### src/verilog/xpd_defs.svh
// Register offsets, reset values and bus constants of the port expander
`ifndef XPD_DEFS_SVH
`define XPD_DEFS_SVH

// Target addresses chosen by the strap pin
`define XPD_TARGET_ADDR_LO  7'h20
`define XPD_TARGET_ADDR_HI  7'h21

// Register indices carried by the command byte
`define XPD_REG_PIN_LEVEL_LO  3'h0
`define XPD_REG_PIN_LEVEL_HI  3'h1
`define XPD_REG_DRIVE_LO      3'h2
`define XPD_REG_DRIVE_HI      3'h3
`define XPD_REG_INVERT_LO     3'h4
`define XPD_REG_INVERT_HI     3'h5
`define XPD_REG_DIR_LO        3'h6
`define XPD_REG_DIR_HI        3'h7

// Register pair field of a register index
`define XPD_PAIR_MSB  2
`define XPD_PAIR_LSB  1

// Reset values, one byte each except the three-bit pointer
`define XPD_RST_DRIVE   8'hff
`define XPD_RST_INVERT  8'h00
`define XPD_RST_DIR     8'hff
`define XPD_RST_PTR     3'h0

// Bits in one serial byte
`define XPD_BITS_PER_BYTE  4'h8

`endif

### src/verilog/xpd_pkg.sv
// Types shared by the port expander design
package xpd_pkg;

  typedef enum logic [6:0] {
    XPD_IDLE  = 7'b0000001,
    XPD_ADDR  = 7'b0000010,
    XPD_AACK  = 7'b0000100,
    XPD_RXDAT = 7'b0001000,
    XPD_DACK  = 7'b0010000,
    XPD_TXDAT = 7'b0100000,
    XPD_TACK  = 7'b1000000
  } xpd_state_t;

  typedef struct packed {
    logic [1:0]  sclS;
    logic [1:0]  sdaS;
    logic [1:0]  rstS;
    logic [1:0]  strapS;
    logic [15:0] pinS0;
    logic [15:0] pinS1;
    logic        sclPrev;
    logic        sdaPrev;
    xpd_state_t  state;
    logic [3:0]  bitCnt;
    logic [7:0]  shift;
    logic        readXfer;
    logic        firstByte;
    logic [2:0]  ptr;
    logic [2:0]  lastReg;
    logic [15:0] drive;
    logic [15:0] invert;
    logic [15:0] dir;
    logic [15:0] snap;
    logic        primed;
    logic        sdaOe;
    logic        intOe;
    logic [15:0] pinOut;
    logic [15:0] pinOe;
  } xpd_regs_t;

endpackage

### src/verilog/xpd_port_expander.sv
// I2C target, register file and pin control of a 16-bit port expander
`timescale 1ns/1ns
`default_nettype none
`include "xpd_defs.svh"

module xpd_port_expander #(
  parameter int NUM_PINS = 16
) (
  input  wire logic                core_clk,
  input  wire logic                sys_rst,
  input  wire logic                rstPinN,
  input  wire logic                addrStrap,
  input  wire logic                sclIn,
  input  wire logic                sdaIn,
  output logic                     sdaOut,
  output logic                     sdaOe,
  output logic                     intOut,
  output logic                     intOe,
  input  wire logic [NUM_PINS-1:0] pinIn,
  output logic      [NUM_PINS-1:0] pinOut,
  output logic      [NUM_PINS-1:0] pinOe
);

  // ==========================================================
  // Elaboration check
  if (NUM_PINS != 16) begin : gBadPins
    $error("xpd_port_expander serves exactly sixteen pins");
  end

  xpd_pkg::xpd_regs_t q;
  xpd_pkg::xpd_regs_t d;

  logic       sclRise;
  logic       sclFall;
  logic       startSeen;
  logic       stopSeen;
  logic [6:0] myAddr;
  logic       inReset;

  // ==========================================================
  // Register read mux
  function automatic logic [7:0] readReg(
    input xpd_pkg::xpd_regs_t s,
    input logic [2:0]         idx
  );
    logic [15:0] levels;
    logic [7:0]  res;
    levels = s.snap ^ (s.invert & s.dir);
    res    = 8'h00;
    unique case (idx)
      `XPD_REG_PIN_LEVEL_LO: res = levels[7:0];
      `XPD_REG_PIN_LEVEL_HI: res = levels[15:8];
      `XPD_REG_DRIVE_LO:     res = s.drive[7:0];
      `XPD_REG_DRIVE_HI:     res = s.drive[15:8];
      `XPD_REG_INVERT_LO:    res = s.invert[7:0];
      `XPD_REG_INVERT_HI:    res = s.invert[15:8];
      `XPD_REG_DIR_LO:       res = s.dir[7:0];
      `XPD_REG_DIR_HI:       res = s.dir[15:8];
    endcase
    return res;
  endfunction

  // ==========================================================
  // Bus events from synchronised lines
  always_comb begin
    sclRise   = q.sclS[1] & ~q.sclPrev;
    sclFall   = ~q.sclS[1] & q.sclPrev;
    startSeen = q.sclS[1] & q.sclPrev & q.sdaPrev & ~q.sdaS[1];
    stopSeen  = q.sclS[1] & q.sclPrev & ~q.sdaPrev & q.sdaS[1];
    myAddr    = q.strapS[1] ? `XPD_TARGET_ADDR_HI
                            : `XPD_TARGET_ADDR_LO;
    inReset   = ~q.rstS[1];
  end

  // ==========================================================
  // Next state
  always_comb begin
    d = q;

    // Two-flop synchronisers
    d.sclS   = {q.sclS[0], sclIn};
    d.sdaS   = {q.sdaS[0], sdaIn};
    d.rstS   = {q.rstS[0], rstPinN};
    d.strapS = {q.strapS[0], addrStrap};
    d.pinS0  = pinIn;
    d.pinS1  = q.pinS0;
    d.sclPrev = q.sclS[1];
    d.sdaPrev = q.sdaS[1];

    // Input snapshot follows the pins once after reset
    if (!q.primed) begin
      d.snap   = q.pinS1;
      d.primed = 1'b1;
    end

    if (startSeen) begin
      // Repeated start during a read keeps the register in progress
      if (q.readXfer) begin
        d.ptr = q.lastReg;
      end
      d.state    = xpd_pkg::XPD_ADDR;
      d.bitCnt   = 4'h0;
      d.sdaOe    = 1'b0;
      d.readXfer = 1'b0;
    end else if (stopSeen) begin
      d.state    = xpd_pkg::XPD_IDLE;
      d.readXfer = 1'b0;
      d.sdaOe  = 1'b0;
      d.bitCnt = 4'h0;
    end else begin
      unique case (q.state)
        xpd_pkg::XPD_IDLE: begin
          d.sdaOe = 1'b0;
        end

        xpd_pkg::XPD_ADDR: begin
          if (sclRise) begin
            d.shift  = {q.shift[6:0], q.sdaS[1]};
            d.bitCnt = q.bitCnt + 4'h1;
          end else if (sclFall && q.bitCnt == `XPD_BITS_PER_BYTE) begin
            if (q.shift[7:1] == myAddr) begin
              d.sdaOe    = 1'b1;
              d.readXfer = q.shift[0];
              d.state    = xpd_pkg::XPD_AACK;
            end else begin
              d.state = xpd_pkg::XPD_IDLE;
            end
          end
        end

        xpd_pkg::XPD_AACK: begin
          if (sclRise && q.readXfer) begin
            d.snap = q.pinS1;
          end else if (sclFall) begin
            d.bitCnt = 4'h0;
            if (q.readXfer) begin
              // Read uses the stored command, no command byte
              d.shift   = readReg(q, q.ptr);
              d.lastReg = q.ptr;
              d.ptr     = q.ptr ^ 3'h1;
              d.sdaOe   = ~d.shift[7];
              d.bitCnt  = 4'h1;
              d.state   = xpd_pkg::XPD_TXDAT;
            end else begin
              d.sdaOe     = 1'b0;
              d.firstByte = 1'b1;
              d.state     = xpd_pkg::XPD_RXDAT;
            end
          end
        end

        xpd_pkg::XPD_RXDAT: begin
          if (sclRise) begin
            d.shift  = {q.shift[6:0], q.sdaS[1]};
            d.bitCnt = q.bitCnt + 4'h1;
          end else if (sclFall && q.bitCnt == `XPD_BITS_PER_BYTE) begin
            d.sdaOe  = 1'b1;
            d.bitCnt = 4'h0;
            d.state  = xpd_pkg::XPD_DACK;
            if (q.firstByte) begin
              d.ptr       = q.shift[2:0];
              d.firstByte = 1'b0;
            end else begin
              unique case (q.ptr)
                `XPD_REG_DRIVE_LO:  d.drive[7:0]   = q.shift;
                `XPD_REG_DRIVE_HI:  d.drive[15:8]  = q.shift;
                `XPD_REG_INVERT_LO: d.invert[7:0]  = q.shift;
                `XPD_REG_INVERT_HI: d.invert[15:8] = q.shift;
                `XPD_REG_DIR_LO:    d.dir[7:0]     = q.shift;
                `XPD_REG_DIR_HI:    d.dir[15:8]    = q.shift;
                default: d.drive = q.drive;
              endcase
              d.lastReg = q.ptr;
              d.ptr     = q.ptr ^ 3'h1;
            end
          end
        end

        xpd_pkg::XPD_DACK: begin
          if (sclFall) begin
            d.sdaOe = 1'b0;
            d.state = xpd_pkg::XPD_RXDAT;
          end
        end

        xpd_pkg::XPD_TXDAT: begin
          if (sclFall) begin
            if (q.bitCnt == `XPD_BITS_PER_BYTE) begin
              d.sdaOe = 1'b0;
              d.state = xpd_pkg::XPD_TACK;
            end else begin
              d.shift  = {q.shift[6:0], 1'b0};
              d.sdaOe  = ~q.shift[6];
              d.bitCnt = q.bitCnt + 4'h1;
            end
          end
        end

        xpd_pkg::XPD_TACK: begin
          if (sclRise) begin
            // Capture also clears a pending change on input pins
            d.snap = q.pinS1;
            if (q.sdaS[1]) begin
              d.state = xpd_pkg::XPD_IDLE;
            end
          end else if (sclFall) begin
            d.shift   = readReg(q, q.ptr);
            d.lastReg = q.ptr;
            d.ptr     = q.ptr ^ 3'h1;
            d.sdaOe   = ~d.shift[7];
            d.bitCnt  = 4'h1;
            d.state   = xpd_pkg::XPD_TXDAT;
          end
        end

        default: begin
          d.state = xpd_pkg::XPD_IDLE;
          d.sdaOe = 1'b0;
        end
      endcase
    end

    // Pending change on any input-direction pin
    d.intOe = |((q.pinS1 ^ d.snap) & d.dir) & q.primed;

    // Pins follow the registers
    d.pinOut = d.drive;
    d.pinOe  = ~d.dir;

    // Reset pin returns registers and bus engine to defaults
    if (inReset) begin
      d.state     = xpd_pkg::XPD_IDLE;
      d.bitCnt    = 4'h0;
      d.shift     = 8'h00;
      d.readXfer  = 1'b0;
      d.firstByte = 1'b0;
      d.ptr       = `XPD_RST_PTR;
      d.lastReg   = `XPD_RST_PTR;
      d.drive     = {2{`XPD_RST_DRIVE}};
      d.invert    = {2{`XPD_RST_INVERT}};
      d.dir       = {2{`XPD_RST_DIR}};
      d.snap      = 16'h0000;
      d.primed    = 1'b0;
      d.sdaOe     = 1'b0;
      d.intOe     = 1'b0;
      d.pinOut    = {2{`XPD_RST_DRIVE}};
      d.pinOe     = ~{2{`XPD_RST_DIR}};
    end
  end

  // ==========================================================
  // State register
  always_ff @(posedge core_clk) begin
    if (sys_rst) begin
      q           <= '0;
      q.sclS      <= 2'h3;
      q.sdaS      <= 2'h3;
      q.strapS    <= 2'h0;
      q.sclPrev   <= 1'b1;
      q.sdaPrev   <= 1'b1;
      q.state     <= xpd_pkg::XPD_IDLE;
      q.drive     <= {2{`XPD_RST_DRIVE}};
      q.invert    <= {2{`XPD_RST_INVERT}};
      q.dir       <= {2{`XPD_RST_DIR}};
      q.pinOut    <= {2{`XPD_RST_DRIVE}};
      q.pinOe     <= ~{2{`XPD_RST_DIR}};
    end else begin
      q <= d;
    end
  end

  // ==========================================================
  // Outputs, all from flip-flops; open-drain data is always low
  assign sdaOut = q.sdaS[1] & 1'b0;
  assign sdaOe  = q.sdaOe;
  assign intOut = q.sdaS[1] & 1'b0;
  assign intOe  = q.intOe;
  assign pinOut = q.pinOut;
  assign pinOe  = q.pinOe;

endmodule
`default_nettype wire

### config.mk
export PLATFORM = sky130hd
export DESIGN_NAME = xpd_port_expander
export DESIGN_NICKNAME = d
export VERILOG_FILES = /design/src/verilog/xpd_pkg.sv /design/src/verilog/xpd_port_expander.sv
export VERILOG_INCLUDE_DIRS = /design/src /design/src/verilog
export SDC_FILE = /design/constraint.sdc
export NUM_CORES = 1
export LEC_CHECK = 0
export BUFFER_PORTS_ARGS = -buffer_cell sky130_fd_sc_hd__buf_2
export CELL_PAD_IN_SITES_DETAIL_PLACEMENT = 1
export CELL_PAD_IN_SITES_GLOBAL_PLACEMENT = 2
export CORE_MARGIN = 1.5
export CORE_UTILIZATION = 40
export DETAILED_ROUTE_END_ITERATION = 7
export GPL_TIMING_DRIVEN = 0
export PLACE_DENSITY_LB_ADDON = 0.08
export SYNTH_ARGS = -nofsm -noshare
export SYNTH_HDL_FRONTEND = slang
export SYNTH_SLANG_ARGS = --single-unit
### constraint.sdc
create_clock -name core_clk -period 7.4 [get_ports core_clk]
set_clock_uncertainty 0.2 [all_clocks]
set_input_delay 1.85 -clock core_clk [delete_from_list [all_inputs] [get_ports core_clk]]
set_output_delay 1.85 -clock core_clk [all_outputs]
set_load 0.05 [all_outputs]
==> results.py <==
metrics = {
    "clock_network": {
        "postCtsSetupBuffers": 0,
        "cts_num_sinks": 152,
        "clock_latency_ps": 430,
        "clock_path_buffers": 2,
        "cts-resized-gates": 0,
        "h-tree-depth": 4,
        "cts-hold-fix-buffers": 0,
        "cts.root.buffer_cell": "clkbuf_16",
        "tritoncts_buffers": 17,
        "worst_setup_hold_path_clk_slew_ps": 70,
        "tritoncts_clock_tree": "built",
    },
    "global_route": {
        "grt_antenna_before_repair": 0,
        "grt_max_degree": 17,
        "grt_remaining_overflow": 0,
        "first_global_vias": 6045,
        "first_pass_grt_wire_length_mm": 34.28,
        "grtUsageTotal_pct": 24.85,
    },
    "power_and_ir_drop": {
        "seq_power_share_pct": 47.3,
        "total_switching_power_mw": 0.4256,
        "power.clock.fraction_pct": 49.6,
        "p_sw_share_pct": 24.13,
        "combPwrFrac_pct": 3.1,
        "static-leakage-power_nw": 3.340,
        "power.density_cell_area_mw_per_mm2": 214.4,
        "vdd_drop_max_uv": 166.3,
        "power_report.internal_total_mw": 1.338,
    },
    "placed_design": {
        "placed_wire_length_estimate_after_detailed_placement_mm": 16.47,
        "port_buffer_count": 55,
        "place_congestion": 0.9300,
    },
    "synth": {
        "synth.largest_area_cell": "dfxtp_1",
        "synth_simple_gate_area_share_pct": 21.07,
        "synthFlopType": "dfxtp_1",
        "synth_cell_type_count": 65,
        "post_synth_main_area_contributors": "dfxtp_1 (43%), mux2i_1 (8.5%), nand2_1 (5.7%)",
        "postSynthRegisterBits": 152,
        "synth.cell_area_sq_mm": 0.007072,
        "avg_synthesized_cell_area_sq_um": 8.731,
        "synthAdderAreaFrac_pct": 1.062,
        "synth_compound_gate_area_share_pct": 14.17,
        "yosys.area.top_type_share_pct": 43.03,
        "synthesized_instance_count": 810,
        "yosys-mux-area-fraction_pct": 8.493,
        "dominant_combinational_cell_family_by_area_after_synthesis": "simple AND/OR/NAND/NOR gates",
        "count_of_flip_flops_with_a_built_in_enable_after_synthesis": 0,
        "synth-seq-area-share_pct": 43.03,
        "postSynth.asyncResetShare_pct": 0,
        "ys_warn_count": 0,
        "yosys.area_share.xor_xnor_pct": 3.839,
    },
    "hold_path": {
        "timing.hold.worst.class": "flip-flop to flip-flop",
        "min_to": "d[126]",
        "min-delay-start": "d[165]",
        "worst_hold_path.num_cells": 1,
    },
    "layout": {
        "final_util_pct": 47.56,
        "final_net_count": 913,
        "area_growth_syn_to_layout_pct": 16.33,
        "drive_above_1_share_pct": 17.37,
        "multi_input_area_sq_mm": 0.003447,
        "num-fill-cells": 2049,
        "final-seq-area_sq_mm": 0.003043,
        "n_antenna_cell": 0,
    },
    "sta": {
        "slew_headroom_pct": 38.55,
        "tightestPinTransition_ps": 914.6,
        "report.final.hold_viol_count": 0,
        "maxSlewViolCount": 0,
        "max_clock_freq_ghz": 0.2625,
        "rsz0062_at_grt": "no",
        "final-setup-viol-count": 0,
        "timing.final.crit_share_pct": 51.48,
        "final_period_demand_of_the_worst_path_ps": 3810,
        "final_setup_tns_ps": 0,
    },
    "critical_path": {
        "timing.critical_path.slowest_stage_cell": "a211oi_1",
        "crit_chain": "inv_1 -> ha_1 -> nand2b_1 -> a211oi_1 -> nand4_2 -> mux2i_1 -> o22ai_1 -> nor4_1 -> a31oi_1",
        "cp-start-kind": "flip-flop",
        "timing.setup.critical_path_class": "flip-flop to flip-flop",
        "path_max_fanout": 8,
        "r2r.worst_path.cells": 9,
        "r2r-start": "q[127]",
        "worst_setup_path_end_kind": "flip-flop",
        "cp_data_required_time_ps": 7470,
        "worst_path_largest_cell_delay_ps": 630,
        "reg_to_reg_critical_path_endpoint": "intOe",
        "critical_path_arrival_ps": 3880,
        "rrSetupSlack_ps": 3590,
        "path_delay_family": "simple AND/OR/NAND/NOR gates",
        "path_buf_inv": 1,
    },
    "drt": {
        "route.antenna.remaining_nets": 0,
        "initialDrtViolationCount": 319,
        "drt-wirelength-per-cell_um": 19.53,
        "firstDrtPassIters": 5,
        "detail_route.drc_violations": 0,
        "postRouteWirelength_mm": 21.93,
        "vias": 5941,
        "via_per_inst": 5.290,
    },
    "floorplanning": {
        "floorplan.core_area_sq_mm": 0.01730,
        "initial_utilization_pct": 40.89,
        "ios": 58,
        "placement_rows": 48,
        "die-width_um": 136.0,
        "die_area_sq_mm": 0.01849,
        "dieHeight_um": 136.0,
    },
    "flow_run": {
        "drv_cap": 0,
    },
    "status": {
        "status": "completed",
    },
}
## state kept, by name (all words and copies together) (netlist names)
register / cells
q: 96
d: 22
pinOe: 16
pinOut: 16
intOe: 1
sdaOe: 1
## final cells by class
type                    count  share of cell area (%)
clock inverters            14                   1.886
repair buffers             55                   3.346
inverters                  29                   1.323
multi-input cells         548                   41.90
plain buffers              82                   5.795
clock buffers              18                   5.338
well taps                 225                   3.422
flip-flops and latches    152                   36.99
## synth_stat cells, types with 3 or more instances
master / instances
a22oi_1: 13
o22ai_1: 9
xor2_1: 9
dfxtp_1: 152
a21oi_1: 47
buf_1: 3
and2_1: 18
buf_4: 36
o21ai_1: 4
a211oi_1: 10
nor3_1: 9
clkbuf_1: 36
inv_1: 29
xnor2_1: 22
and3_1: 3
nor2b_1: 40
nand4_1: 3
nand2_1: 108
or3_1: 5
o211ai_1: 8
buf_6: 4
or2_2: 7
nor2_1: 59
nand3_1: 7
nor4_1: 5
a221oi_1: 5
nand4b_1: 3
mux2i_1: 60
ha_1: 6
a31oi_1: 9
o21ai_0: 30
o21a_1: 3
nand2b_1: 7
## cell usage in the layout (no fill, tap or decap), types with 5 or more instances in the layout
cell type / instances
a211oi_1: 10
a21oi_1: 47
a221oi_1: 5
a22oi_1: 13
a31oi_1: 9
and2_1: 18
buf_2: 57
buf_4: 36
clkbuf_1: 36
clkbuf_16: 17
clkinv_4: 5
dfxtp_1: 152
ha_1: 6
inv_1: 29
mux2i_1: 60
nand2_1: 108
nand2b_1: 7
nand3_1: 7
nor2_1: 59
nor2b_1: 40
nor3_1: 9
nor4_1: 5
o211ai_1: 8
o21ai_0: 30
o22ai_1: 9
or2_2: 7
or3_1: 5
xnor2_1: 22
xor2_1: 9
## per-stage QoR
| stage | power (mW) | instances | hold slack [ps] | worst slack, ps | cell area [sq um] |
|---|---|---|---|---|---|
| final | 1.764 | 1123 | 213.3 | 3590 | 8227 |
| after global routing | 1.823 | 1123 | 235.4 | 3396 | 8227 |
| after CTS | 1.781 | 1123 | 216.9 | 3649 | 8227 |
| after detailed placement | 0.9080 | 1091 | 201.0 | 3552 | 7632 |
| after global placement | 0.9058 | 1091 | 198.8 | 3594 | 7632 |
| after floorplan | 0.8883 | 811 | 189.5 | 4337 | 7076 |
## power groups by stage
stage,clock [mW],combinational (mW),sequential [mW]
after CTS,0.891,0.0548,0.835
after detailed placement,0,0.0542,0.854
after global routing,0.927,0.0597,0.836
after floorplan,0,0.0367,0.852
after global placement,0,0.0527,0.853
final,0.875,0.0540,0.835
## per-layer routing
metal,vias to the layer above,GRT usage [%],wire length (um)
met3,30,4.064,811
met5,-,0,0
li1,2879,-,-
met2,129,41.37,10330
met1,2903,32.54,10310
met4,0,8.747,476
## cell families after synthesis
logic type | count (synthesis)
DFF | 152
adders and majority gates | 6
muxes | 60
buffers and inverters | 111
xor gates and xnor gates | 31
AOI/OAI and AO/OA | 156
and+or+nand+nor | 293
other | 1
## worst max path at each step
stage / from / endpoint / slack, ps / cells after the start
2_1_floorplan: sys_rst / pinOut[0] / 4340 / 6
3_3_place_gp: sys_rst / q[66] / 3590 / 6
3_5_place_dp: sys_rst / pinOut[6] / 3550 / 7
4_1_cts: q[127] / intOe / 3650 / 9
5_1_grt: q[127] / intOe / 3400 / 9
6_report: q[127] / intOe / 3590 / 9
Power figures use the tool's default switching activity.
